`src/nqd_pkg.sv`:
```
// Package of constants and carrier types for the queued non-data command decoder
package nqd_pkg;

  // ----------------------------------------------------------------
  // Command fields
  // ----------------------------------------------------------------
  localparam logic [7:0] OPCODE = 8'h63;
  localparam logic [3:0] SUB_ABORT = 4'h0;
  localparam logic [3:0] SUB_DEADLINE = 4'h1;
  localparam logic [3:0] ABORT_ALL = 4'h0;
  localparam logic [3:0] ABORT_STREAM = 4'h1;
  localparam logic [3:0] ABORT_NONSTREAM = 4'h2;
  localparam logic [3:0] ABORT_SELECTED = 4'h3;
  localparam int SUB_LSB = 0;
  localparam int KIND_LSB = 4;
  localparam int WSTRICT_BIT = 4;
  localparam int RSTRICT_BIT = 5;
  localparam int TAG_LSB = 3;
  localparam int PRIORITY_CLASS_LSB = 14;
  localparam int DEV_ONE_BIT = 6;
  localparam int DEV_ZERO_BIT = 4;
  localparam logic [1:0] PRIORITY_CLASS_ISOCH = 2'h1;
  localparam int NTAGS = 32;
  localparam logic [7:0] ERR_ABORTED = 8'h04;
  localparam logic [7:0] STS_ERR = 8'h01;
  localparam logic [7:0] STS_READY = 8'h40;

  // ----------------------------------------------------------------
  // Register map (AHB-Lite)
  // ----------------------------------------------------------------
  localparam logic [7:0] ADDR_CTRL = 8'h00;
  localparam logic [7:0] ADDR_STATUS = 8'h04;
  localparam logic [7:0] ADDR_OUTSTAND = 8'h08;
  localparam logic [7:0] ADDR_STREAM = 8'h0c;
  localparam logic [7:0] ADDR_ISOCH_WR = 8'h10;
  localparam logic [7:0] ADDR_LIMIT_HIT = 8'h14;
  localparam logic [7:0] ADDR_ABORTED = 8'h18;
  localparam int CTRL_QEN_BIT = 0;
  localparam logic [4:0] MAXTAG_RST = 5'h1f;
  localparam logic [31:0] CTRL_RST = 32'h00001f01;

  typedef struct packed {
    logic [15:0] feature;
    logic [15:0] count;
    logic [47:0] lba;
    logic [7:0] device;
    logic [7:0] opcode;
  } nqd_cmd_t;

  typedef struct packed {
    logic [7:0] status;
    logic [7:0] error;
    logic [31:0] act;
  } nqd_resp_t;

endpackage

```
`src/nqd_core.sv`:
```
// Top of the queued non-data command decoder: command port, queue state, AHB-Lite slave
`timescale 1ns/100ps
module nqd_core
(
  // Clock and reset
  input wire logic CLK_I,
  input wire logic RST_N_I,
  // Command from the link layer
  input wire logic CMD_VALID_I,
  input wire nqd_pkg::nqd_cmd_t CMD_I,
  output logic CMD_READY_O,
  // Queue bookkeeping from the queued data path
  input wire logic Q_ISSUE_I,
  input wire logic [4:0] Q_ISSUE_TAG_I,
  input wire logic Q_ISSUE_STREAM_I,
  input wire logic Q_ISSUE_WRITE_I,
  input wire logic [1:0] Q_ISSUE_PRIORITY_CLASS_I,
  input wire logic [31:0] Q_DONE_I,
  input wire logic [31:0] LIMIT_EXPIRED_I,
  // Response to the link layer
  output logic RESP_VALID_O,
  output nqd_pkg::nqd_resp_t RESP_O,
  output logic [31:0] ABORT_MASK_O,
  // AHB-Lite slave
  input wire logic HSEL,
  input wire logic [31:0] HADDR,
  input wire logic [1:0] HTRANS,
  input wire logic HWRITE,
  input wire logic [2:0] HSIZE,
  input wire logic [31:0] HWDATA,
  input wire logic HREADY,
  output logic [31:0] HRDATA,
  output logic HREADYOUT,
  output logic HRESP
);

  // ----------------------------------------------------------------
  // State
  // ----------------------------------------------------------------
  logic [31:0] ctrl_r;
  logic [31:0] outstand_r;
  logic [31:0] stream_r;
  logic [31:0] write_r;
  logic [31:0] isoch_r;
  logic [31:0] limit_hit_r;
  logic [31:0] aborted_r;
  logic wstrict_r;
  logic rstrict_r;
  logic resp_valid_r;
  nqd_pkg::nqd_resp_t resp_r;
  logic [31:0] abort_mask_r;
  logic [31:0] hrdata_r;
  logic wr_pend_r;
  logic [7:0] wr_addr_r;

  // ----------------------------------------------------------------
  // Decode
  // ----------------------------------------------------------------
  logic is_abort;
  logic is_deadline;
  logic [3:0] kind;
  logic [4:0] own_tag;
  logic [4:0] target_tag;
  logic wstrict;
  logic rstrict;
  logic reject;

  nqd_decode nqd_decode_inst
  (
    .cmd_i(CMD_I),
    .queue_en_i(ctrl_r[nqd_pkg::CTRL_QEN_BIT]),
    .max_tag_i(ctrl_r[12:8]),
    .is_abort_o(is_abort),
    .is_deadline_o(is_deadline),
    .kind_o(kind),
    .own_tag_o(own_tag),
    .target_tag_o(target_tag),
    .wstrict_o(wstrict),
    .rstrict_o(rstrict),
    .reject_o(reject)
  );

  function automatic logic [31:0] tag_bit(input logic [4:0] t);
    tag_bit = 32'h00000001 << t;
  endfunction

  // One command at a time; a pending response stalls the next
  assign CMD_READY_O = !resp_valid_r;
  // Other opcodes are dropped with no answer; the link layer is trusted to filter them
  wire cmd_take = CMD_VALID_I && CMD_READY_O && CMD_I.opcode == nqd_pkg::OPCODE;

  // Kinds select a subset of outstanding tags; nonmatching classes untouched
  wire [31:0] sel_all = outstand_r;
  wire [31:0] sel_stream = outstand_r & stream_r;
  wire [31:0] sel_nonstream = outstand_r & ~stream_r;
  wire [31:0] sel_one = outstand_r & tag_bit(target_tag);
  wire [31:0] abort_sel =
    (kind == nqd_pkg::ABORT_ALL) ? sel_all :
    (kind == nqd_pkg::ABORT_STREAM) ? sel_stream :
    (kind == nqd_pkg::ABORT_NONSTREAM) ? sel_nonstream : sel_one;

  // Strict flags only guard isochronous class tags of the matching direction
  wire [31:0] strict_guard = isoch_r & ((wstrict_r ? write_r : 32'h00000000)
    | (rstrict_r ? ~write_r : 32'h00000000));
  // Overruns of unguarded tags are tolerated; guarded ones abort the queue
  wire overrun = |(outstand_r & strict_guard & LIMIT_EXPIRED_I);

  wire cmd_ok = cmd_take && !reject;
  wire [31:0] abort_now = overrun ? outstand_r :
    ((cmd_ok && is_abort) ? abort_sel : 32'h00000000);

  // ----------------------------------------------------------------
  // Queue state
  // ----------------------------------------------------------------
  // A tag issued in the cycle of an abort stays outstanding: the issue wins
  wire [31:0] issue_bit = Q_ISSUE_I ? tag_bit(Q_ISSUE_TAG_I) : 32'h00000000;
  wire [31:0] outstand_nxt = (outstand_r & ~Q_DONE_I & ~abort_now) | issue_bit;

  always_ff @(posedge CLK_I)
  begin
    if (!RST_N_I)
    begin
      outstand_r <= 32'h00000000;
      stream_r <= 32'h00000000;
      write_r <= 32'h00000000;
      isoch_r <= 32'h00000000;
      limit_hit_r <= 32'h00000000;
      wstrict_r <= 1'b0;
      rstrict_r <= 1'b0;
      abort_mask_r <= 32'h00000000;
    end
    else
    begin
      outstand_r <= outstand_nxt;
      if (Q_ISSUE_I)
      begin
        stream_r[Q_ISSUE_TAG_I] <= Q_ISSUE_STREAM_I;
        write_r[Q_ISSUE_TAG_I] <= Q_ISSUE_WRITE_I;
        isoch_r[Q_ISSUE_TAG_I] <= Q_ISSUE_PRIORITY_CLASS_I == nqd_pkg::PRIORITY_CLASS_ISOCH;
      end
      limit_hit_r <= limit_hit_r | (outstand_r & LIMIT_EXPIRED_I);
      // Strict flags change only on an accepted deadline request
      if (cmd_ok && is_deadline)
      begin
        wstrict_r <= wstrict;
        rstrict_r <= rstrict;
      end
      abort_mask_r <= abort_now;
    end
  end

  // ----------------------------------------------------------------
  // Response
  // ----------------------------------------------------------------
  // Response is held one cycle; the link layer takes it as a pulse
  always_ff @(posedge CLK_I)
  begin
    if (!RST_N_I)
    begin
      resp_valid_r <= 1'b0;
      resp_r <= '0;
    end
    // An overrun wins; a command taken in the same cycle gets no answer of its own
    else if (overrun)
    begin
      resp_valid_r <= 1'b1;
      resp_r.status <= nqd_pkg::STS_READY | nqd_pkg::STS_ERR;
      resp_r.error <= nqd_pkg::ERR_ABORTED;
      resp_r.act <= 32'h00000000;
    end
    else if (cmd_take && reject)
    begin
      resp_valid_r <= 1'b1;
      resp_r.status <= nqd_pkg::STS_READY | nqd_pkg::STS_ERR;
      resp_r.error <= nqd_pkg::ERR_ABORTED;
      resp_r.act <= 32'h00000000;
    end
    else if (cmd_ok)
    begin
      resp_valid_r <= 1'b1;
      resp_r.status <= nqd_pkg::STS_READY;
      resp_r.error <= 8'h00;
      // Own tag completes even if nothing was aborted
      resp_r.act <= tag_bit(own_tag) | (is_abort ? abort_sel : 32'h00000000);
    end
    else
    begin
      resp_valid_r <= 1'b0;
    end
  end

  assign RESP_VALID_O = resp_valid_r;
  assign RESP_O = resp_r;
  assign ABORT_MASK_O = abort_mask_r;

  // ----------------------------------------------------------------
  // AHB-Lite slave, zero wait states
  // ----------------------------------------------------------------
  wire ahb_go = HSEL && HREADY && HTRANS[1];
  wire ahb_wr = ahb_go && HWRITE;
  wire ahb_rd = ahb_go && !HWRITE;
  // Only the low byte of the address is decoded, so the map repeats every 256 bytes
  wire [7:0] ra = HADDR[7:0];
  // HSIZE is not looked at: every access is taken as a whole word

  // Address hits, one per mapped word; any other offset reads as zero
  wire hit_ctrl = ra == nqd_pkg::ADDR_CTRL;
  wire hit_status = ra == nqd_pkg::ADDR_STATUS;
  wire hit_outstand = ra == nqd_pkg::ADDR_OUTSTAND;
  wire hit_stream = ra == nqd_pkg::ADDR_STREAM;
  wire hit_isoch_wr = ra == nqd_pkg::ADDR_ISOCH_WR;
  wire hit_limit_hit = ra == nqd_pkg::ADDR_LIMIT_HIT;
  wire hit_aborted = ra == nqd_pkg::ADDR_ABORTED;

  wire [31:0] status_word = {29'h0, rstrict_r, wstrict_r, resp_valid_r};
  wire [31:0] isoch_wr_word = isoch_r & write_r;

  // Read data is registered in the address phase, so it stands for the whole data phase
  wire [31:0] rd_mux =
    hit_ctrl ? ctrl_r :
    hit_status ? status_word :
    hit_outstand ? outstand_r :
    hit_stream ? stream_r :
    hit_isoch_wr ? isoch_wr_word :
    hit_limit_hit ? limit_hit_r :
    hit_aborted ? aborted_r : 32'h00000000;

  always_ff @(posedge CLK_I)
  begin
    if (!RST_N_I)
    begin
      wr_pend_r <= 1'b0;
      wr_addr_r <= 8'h00;
      hrdata_r <= 32'h00000000;
    end
    else
    begin
      wr_pend_r <= ahb_wr;
      if (ahb_wr)
        wr_addr_r <= ra;
      if (ahb_rd)
        hrdata_r <= rd_mux;
    end
  end

  // ----------------------------------------------------------------
  // Register writes
  // ----------------------------------------------------------------

  // Write data follows its address by one cycle, so the hit uses the latched address
  wire wr_ctrl = wr_pend_r && wr_addr_r == nqd_pkg::ADDR_CTRL;
  // Unused control bits read back as zero
  wire [31:0] ctrl_nxt = {19'h0, HWDATA[12:8], 7'h0, HWDATA[0]};
  // Aborted history is sticky; a hardware set beats a software clear
  wire aborted_clr = wr_pend_r && wr_addr_r == nqd_pkg::ADDR_ABORTED;
  wire [31:0] aborted_kept = aborted_clr ? (aborted_r & ~HWDATA) : aborted_r;
  wire [31:0] aborted_nxt = aborted_kept | abort_now;

  always_ff @(posedge CLK_I)
  begin
    if (!RST_N_I)
    begin
      ctrl_r <= nqd_pkg::CTRL_RST;
      aborted_r <= 32'h00000000;
    end
    else
    begin
      if (wr_ctrl)
        ctrl_r <= ctrl_nxt;
      aborted_r <= aborted_nxt;
    end
  end

  assign HRDATA = hrdata_r;
  assign HREADYOUT = 1'b1;
  assign HRESP = 1'b0;

endmodule

```
`src/nqd_decode.sv`:
```
// Field decoder and validity checks for one queued non-data command
`timescale 1ns/100ps
module nqd_decode
(
  // Command in
  input wire nqd_pkg::nqd_cmd_t cmd_i,
  // Context
  input wire logic queue_en_i,
  input wire logic [4:0] max_tag_i,
  // Decoded
  output logic is_abort_o,
  output logic is_deadline_o,
  output logic [3:0] kind_o,
  output logic [4:0] own_tag_o,
  output logic [4:0] target_tag_o,
  output logic wstrict_o,
  output logic rstrict_o,
  output logic reject_o
);

  wire [3:0] sub = cmd_i.feature[nqd_pkg::SUB_LSB +: 4];
  wire tag_clash = target_tag_o == own_tag_o;
  wire tag_bad = target_tag_o > max_tag_i;
  wire kind_bad = kind_o > nqd_pkg::ABORT_SELECTED;
  // Target tag only matters for a single-command abort among aborts; deadline requests always check it
  wire tgt_used = is_abort_o && kind_o == nqd_pkg::ABORT_SELECTED;
  // Deadline kind lives in feature bits 7:6; nonzero is unsupported
  wire dl_bad = cmd_i.feature[7:6] != 2'h0;

  // Reserved bits of feature, count, lba and device are never looked at
  assign is_abort_o = sub == nqd_pkg::SUB_ABORT;
  assign is_deadline_o = sub == nqd_pkg::SUB_DEADLINE;
  assign kind_o = cmd_i.feature[nqd_pkg::KIND_LSB +: 4];
  assign own_tag_o = cmd_i.count[nqd_pkg::TAG_LSB +: 5];
  assign target_tag_o = cmd_i.lba[nqd_pkg::TAG_LSB +: 5];
  assign wstrict_o = cmd_i.feature[nqd_pkg::WSTRICT_BIT];
  assign rstrict_o = cmd_i.feature[nqd_pkg::RSTRICT_BIT];
  assign reject_o = !queue_en_i
    || (!is_abort_o && !is_deadline_o)
    || (is_abort_o && (kind_bad || (tgt_used && (tag_clash || tag_bad))))
    || (is_deadline_o && (dl_bad || tag_clash || tag_bad));

endmodule

```
`config.mk`:
```
export PLATFORM = sky130hd
export DESIGN_NAME = nqd_core
export DESIGN_NICKNAME = d
export VERILOG_FILES = /design/src/nqd_pkg.sv /design/src/nqd_core.sv /design/src/nqd_decode.sv
export SDC_FILE = /design/constraint.sdc
export NUM_CORES = 1
export LEC_CHECK = 0
export ABC_AREA = 1
export BUFFER_PORTS_ARGS = -buffer_cell sky130_fd_sc_hd__buf_2
export CAP_MARGIN = 20
export CORE_MARGIN = 1.5
export CORE_UTILIZATION = 50
export DETAILED_ROUTE_END_ITERATION = 10
export PLACE_DENSITY = 0.76
export SLEW_MARGIN = 20
export SYNTH_ARGS = -nofsm -noshare
export SYNTH_HDL_FRONTEND = slang
export SYNTH_SLANG_ARGS = --single-unit
```
`constraint.sdc`:
```
create_clock -name CLK_I -period 5.4 [get_ports CLK_I]
set_input_delay 1.08 -clock CLK_I [delete_from_list [all_inputs] [get_ports CLK_I]]
set_output_delay 1.08 -clock CLK_I [all_outputs]
set_load 0.01 [all_outputs]
```
==> results_dict.tcl, run 1 <==
set metrics [dict create \
    post_cts_buffers 0 \
    cp_top_family "simple AND/OR/NAND/NOR gates" \
    wl_per_cell_um 20.4 \
    clkTransAtPathRegs_ps 60 \
    insertion_delay_ps 580 \
    mostFrequentLayoutCells "444 x nand2_1, 308 x dfxtp_1, 264 x inv_1" \
    netlist_instances 2286 \
    syn_area_um2 15200 \
    nNetsFinal 2705 \
    wirelength_mm 58.4 \
    rr_endpoint "RESP_O[29]" \
    setup_ws_ps 1600 \
    synth-seq-cells 308 \
    syn_avg_cell_area_um2 6.63 \
    grt_overflow_total 0 \
    grt_pass1_vias 15000 \
    cts.sinks 308 \
    worst-path-max-fanout 32 \
    dp_cells 2812 \
    cp_num_buf_inv 2 \
    layout-drive-gt1-share 0.138 \
    relSlewSlack 0.246 \
    die_h_um 177 \
    drt_iter0_drc 2456 \
    tightest_slew_ps 1130 \
    antenna_found_initial 0 \
    cap_violations 0 \
    critPathKind "in2reg" \
    die_area_um2 31400 \
    post_cts_resized 0 \
    track_usage 0.362 \
    core_area_um2 29700 \
    end_kind "flip-flop" \
    min_delay_path_depth 2 \
    slowest_delay_ps 860 \
    final-setup-viol-count 0 \
    tns_ps 0 \
    vias 16800 \
    fillers 2849 \
    min_period_ps 3800 \
    finalCritPeriodShare 0.703 \
    floorplan.initialDensity 0.510 \
    crit_path_cell_trace "buf_2, ha_1, nand2_1, nand2_1, nor2_1, nand2_1, nand2_1, nand2_1, a21oi_4, nand2_1, nand2_1, nand3_1, nand2_1, inv_2" \
    max-vdd-ir-drop_v 0.000247 \
    drc 0 \
    ff2ff_path_depth 13 \
    required_ps 5880 \
    cts-root-buf "clkbuf_16" \
    cts_tree "yes" \
    std_cell_rows 63 \
    leakagePower_nw 7.76 \
    hold_buffers 0 \
    diodes 0 \
    cts_made_buffers 31 \
    reg2reg_from "ctrl_r[10]" \
    hp-start "limit_hit_r[12]" \
    ys_types 32 \
    hpwl_mm 41.5 \
    max-clock-path-buffers 3 \
    r2r_setup_slack_ps 2050 \
    ant_nets 0 \
    grt_max_degree 112 \
    die_width_um 177 \
    max_freq_mhz 263 \
    viasPerCell 5.87 \
    hold_viol_final 0 \
    worst_setup_path_start_kind "primary input" \
    synth_warnings 0 \
    multi_input_area_um2 7340 \
    layout_commonest_cell "nand2_1" \
    crit_arrival_ps 4270 \
    power.density_nw_per_um2 279 \
    fin_cells 2870 \
    seq_area_um2 6170 \
    totalPowerFinal_mw 4.88 \
    drv_slew 0 \
    grt_pass1_wl_mm 86.4 \
    grt_setup_unrepaired "false" \
    io_pins 361 \
    min_to "limit_hit_r[12]" \
    gp_congestion 1.00 \
    synth-seq-area-share 0.407 \
    cts-htree-levels 1 \
    portBuffers 247 \
    outcome "finished, final reports clean" \
    area_delta_synth_final_pct 15.4 \
    finClkSkew_ps 14.4 \
    pre_cts_slack_ps 1090 \
    min-delay-path-class "reg2reg" \
    crit_slowest_cell "nand2_1" \
    timing.critical_path.mode_cell "nand2_1" \
    firstDrtPassIters 8 \
]
## worst register-to-register path, stage by stage, from the launching register on
cell and delay [ps]:
dfxtp_1 420, inv_1 70, ha_1 280, inv_1 40
nor2_1 140, nand3_1 80, nand2_1 120, nand2_1 100
a21oi_4 620, nand2_1 860, nand2_1 290, nand3_1 100
nand2_1 100, inv_2 30
## final cells by class
class / instances / area share
Tap cell: 390 / 0.0279
Clock inverter: 17 / 0.0109
Timing Repair Buffer: 267 / 0.0800
Sequential cell: 308 / 0.353
Clock buffer: 41 / 0.0494
Multi-Input combinational cell: 1569 / 0.419
Inverter: 278 / 0.0598
## layer usage
| layer | share of wire | routed length, um | global-route usage | up-vias |
|---|---|---|---|---|
| met5 | 0 | 0 | 0 | - |
| met4 | 0.047 | 2740 | 0.165 | 0 |
| met3 | 0.15 | 8540 | 0.0816 | 195 |
| met2 | 0.41 | 24200 | 0.527 | 1227 |
| met1 | 0.39 | 22900 | 0.506 | 7578 |
| li1 | - | - | - | 7849 |
## sequential cells by signal, indices dropped and copies added, names as in the netlist
name / count
ABORT_MASK_O: 32
HRDATA: 32
RESP_O: 34
RESP_VALID_O: 1
aborted_r: 32
ctrl_r: 6
isoch_r: 32
limit_hit_r: 32
outstand_r: 32
rstrict_r: 1
stream_r: 32
wr_addr_r: 8
wr_pend_r: 1
write_r: 32
wstrict_r: 1
## metrics by stage
step	hold slack [ps]	util	instance area [um^2]
floorplan	430	-	15200
global placement	437	0.553	16400
detailed placement	440	0.553	16400
CTS	450	0.589	17500
global route	467	0.589	17500
finish	450	0.589	17500
## cell families after synthesis
logic type,share of synthesized area
AOI/OAI and AO/OA,0.194
xor gates and xnor gates,0.000578
adders and majority gates,0.00413
buffers and inverters,0.115
DFF,0.407
other,0.000496
and+or+nand+nor,0.279
## worst max path at each step
stage | slack (ps) | startpoint | depth (start not counted) | end
2_1_floorplan | 2800 | CMD_I[23] | 12 | outstand_r[23]
3_3_place_gp | 1110 | CMD_I[23] | 14 | RESP_O[31]
3_5_place_dp | 1090 | CMD_I[23] | 14 | RESP_O[19]
4_1_cts | 1650 | CMD_I[23] | 14 | RESP_O[29]
5_1_grt | 1400 | CMD_I[23] | 14 | RESP_O[29]
6_report | 1600 | CMD_I[23] | 14 | RESP_O[29]
## power by group
group          internal (mW)  switching, mW
clock network           1.31          0.956
registers               2.29         0.0151
logic                 0.0863          0.224
total                   3.69           1.20
## cell usage after synthesis (all sizes together)
cell type    n  share of area
nand4       92          0.038
and2         1        0.00041
a31oi       32          0.013
ha           5         0.0041
clkinv       2        0.00050
o21ai      273          0.090
xnor2        1        0.00058
nor2       249          0.062
dfxtp      308           0.41
a21oi      264          0.087
nand3      134          0.044
nand2      445           0.11
nor3        18         0.0067
conb         2        0.00050
inv        276          0.068
buf         56          0.024
nor4         8         0.0041
clkbuf      88          0.022
nor3b        1        0.00050
nand3b      25          0.012
o211ai       6         0.0030
(Power assumes the default switching activity.)
==> run 2: changes to the inputs <==
--- a/config.mk
+++ b/config.mk
@@ -5,7 +5,7 @@
 export SDC_FILE = /design/constraint.sdc
 export NUM_CORES = 1
 export LEC_CHECK = 0
-export ABC_AREA = 1
+export ABC_AREA = 0
 export BUFFER_PORTS_ARGS = -buffer_cell sky130_fd_sc_hd__buf_2
 export CAP_MARGIN = 20
 export CORE_MARGIN = 1.5
==> constraint.sdc (replaced) <==
create_clock -name CLK_I -period 3.9 [get_ports CLK_I]
set_input_delay 0.78 -clock CLK_I [delete_from_list [all_inputs] [get_ports CLK_I]]
set_output_delay 0.78 -clock CLK_I [all_outputs]
set_load 0.01 [all_outputs]
==> run 2 against run 1 <==
Effect of this change: count of clock-buffer cells in the layout up 7; power up 41%; worst setup slack worse by 790 ps; critical path type is now reg2reg; critical endpoint is now ABORT_MASK_O[14]; largest cell class unchanged.
==> results_dict.tcl, run 2 <==
set metrics [dict create \
    mostFrequentLayoutCells "307 x dfxtp_1, 255 x nand2_1, 246 x buf_2" \
    synth_commonest_cells "308 x dfxtp_1, 255 x nand2_1, 231 x a21oi_1" \
    floorplan.initialDensity 0.513 \
    min_delay_path_depth 2 \
    synth-seq-cells 308 \
    crit_arrival_ps 3460 \
    cts.sinks 308 \
    ff2ff_path_depth 8 \
    hpwl_mm 42.6 \
    hp-start "wr_addr_r[0]" \
    tightest_slew_ps 1210 \
    synthFlopType "dfxtp_1" \
    netlist_instances 1910 \
    drv_slew 0 \
    finClkSkew_ps 10.8 \
    ant_nets 0 \
    die_width_um 178 \
    tns_ps 0 \
    ys_types 76 \
    required_ps 4270 \
    syn_avg_cell_area_um2 8.02 \
    synth_top_area_frac 0.403 \
    synth_area_leaders "dfxtp_1 40%, a21oi_1 7.5%, nand2_1 6.2%" \
    layout-drive-gt1-share 0.195 \
    std_cell_rows 63 \
    yosys.area.top_type "dfxtp_1" \
    max_freq_mhz 324 \
    nNetsFinal 2340 \
    grt_setup_unrepaired "false" \
    area_delta_synth_final_pct 17.0 \
    outcome "finished, final reports clean" \
    hold_buffers 0 \
    r2r_setup_slack_ps 810 \
    rr_endpoint "ABORT_MASK_O[14]" \
    drt_iter0_drc 2673 \
    min_to "wr_addr_r[0]" \
    drc 0 \
    grt_overflow_total 0 \
    final_util 0.600 \
    leakagePower_nw 7.06 \
    synth_edf_count 0 \
    min_period_ps 3090 \
    io_pins 361 \
    viasPerCell 6.44 \
    core_area_um2 29900 \
    worst_setup_path_start_kind "flip-flop" \
    worst-path-max-fanout 54 \
    die_h_um 178 \
    critPathKind "reg2reg" \
    vias 16100 \
    track_usage 0.359 \
    firstDrtPassIters 6 \
    max-vdd-ir-drop_v 0.000330 \
    fillers 2683 \
    syn_area_um2 15300 \
    startpoint "rstrict_r" \
    wirelength_mm 58.6 \
    gp_congestion 0.990 \
    antenna_found_initial 0 \
    die_area_um2 31700 \
    post_cts_buffers 0 \
    postSynth.asyncResetShare 0 \
    cap_violations 0 \
    power.density_nw_per_um2 384 \
    cts-root-buf "clkbuf_16" \
    cts-htree-levels 2 \
    cts_made_buffers 35 \
    grt_max_degree 136 \
    reg2reg_from "rstrict_r" \
    min-delay-path-class "reg2reg" \
    grt_pass1_vias 14200 \
    largest_reg_flops 34 \
    post_cts_resized 0 \
    hold_viol_final 0 \
    final-setup-viol-count 0 \
    max-clock-path-buffers 3 \
    diodes 0 \
    cts_tree "yes" \
    portBuffers 247 \
    relSlewSlack 0.194 \
    layout_commonest_cell "dfxtp_1" \
    grt_pass1_wl_mm 85.8 \
    insertion_delay_ps 530 \
    clkTransAtPathRegs_ps 60 \
    synth_warnings 0 \
    finalCritPeriodShare 0.792 \
    wl_per_cell_um 23.4 \
    synth.most_common_cell "dfxtp_1" \
    end_kind "flip-flop" \
    synth-seq-area-share 0.403 \
]
run 2: cell count changes after synthesis, moves of 44 or more:
cell and delta:
nor2_1 -104, nand4_1 -68, nand3_1 -44, nand2_1 -189, o21ai_0 -104, mux2i_1 +94
inv_1 -251
run 2: worst max-delay path, cell delays in order (launching register included):
cell	delay, ps
dfxtp_1	700
buf_4	360
mux2i_1	160
o22ai_1	120
nor4_1	290
nand3_1	380
nor2_4	400
buf_12	290
o21ai_0	190
run 2: logic make-up (layout without fill, tap and decap cells):
logic type                 Yosys count  after routing  synth area share
other                                2             15          0.000490
buffers and inverters              201            391            0.0599
muxes                               94             94            0.0614
DFF                                308            308             0.403
and+or+nand+nor                    667            667             0.211
AOI/OAI and AO/OA                  628            628             0.258
adders and majority gates            5              5           0.00408
xor gates and xnor gates             5              5           0.00286
run 2: where the power goes:
group          total (mW)  leakage, nW  internal, mW  switching [mW]
registers            3.19         2.48          3.17          0.0227
logic               0.476         4.04         0.145           0.331
clock network        3.22        0.542          1.86            1.36
total                6.88         7.06          5.18            1.71
run 2: final cells by class:
cell class              count  area [um^2]  share of cell area
multi-input cells        1414         8310               0.464
flip-flops and latches    308         6170               0.344
clock inverters            12          109             0.00607
clock buffers              48          996              0.0556
inverters                  16         62.6             0.00349
repair buffers            315         1790              0.0997
well taps                 390          488              0.0272
run 2: stage by stage:
step	instances	cell area [um^2]	hold WS, ps	setup WS [ps]	total power [mW]
5_1_grt	2503	17900	482	639	7.05
3_3_place_gp	2443	16800	440	623	3.71
2_1_floorplan	1923	15400	429	1340	3.52
6_report	2503	17900	457	810	6.88
4_1_cts	2503	17900	458	915	6.87
3_5_place_dp	2443	16800	450	451	3.72
run 2: worst max-delay path by stage:
stage | endpoint | slack, ps | cells past startpoint
2_1_floorplan | RESP_O[12] | 1340 | 9
3_3_place_gp | RESP_O[4] | 620 | 6
3_5_place_dp | RESP_O[0] | 450 | 6
4_1_cts | ABORT_MASK_O[14] | 910 | 8
5_1_grt | RESP_O[26] | 640 | 8
6_report | ABORT_MASK_O[14] | 810 | 8
run 2: per-layer routing:
layer  part of all wire  global-route usage
met1               0.41               0.518
met3               0.13              0.0754
met2               0.42               0.526
met5                  0                   0
met4              0.035               0.124
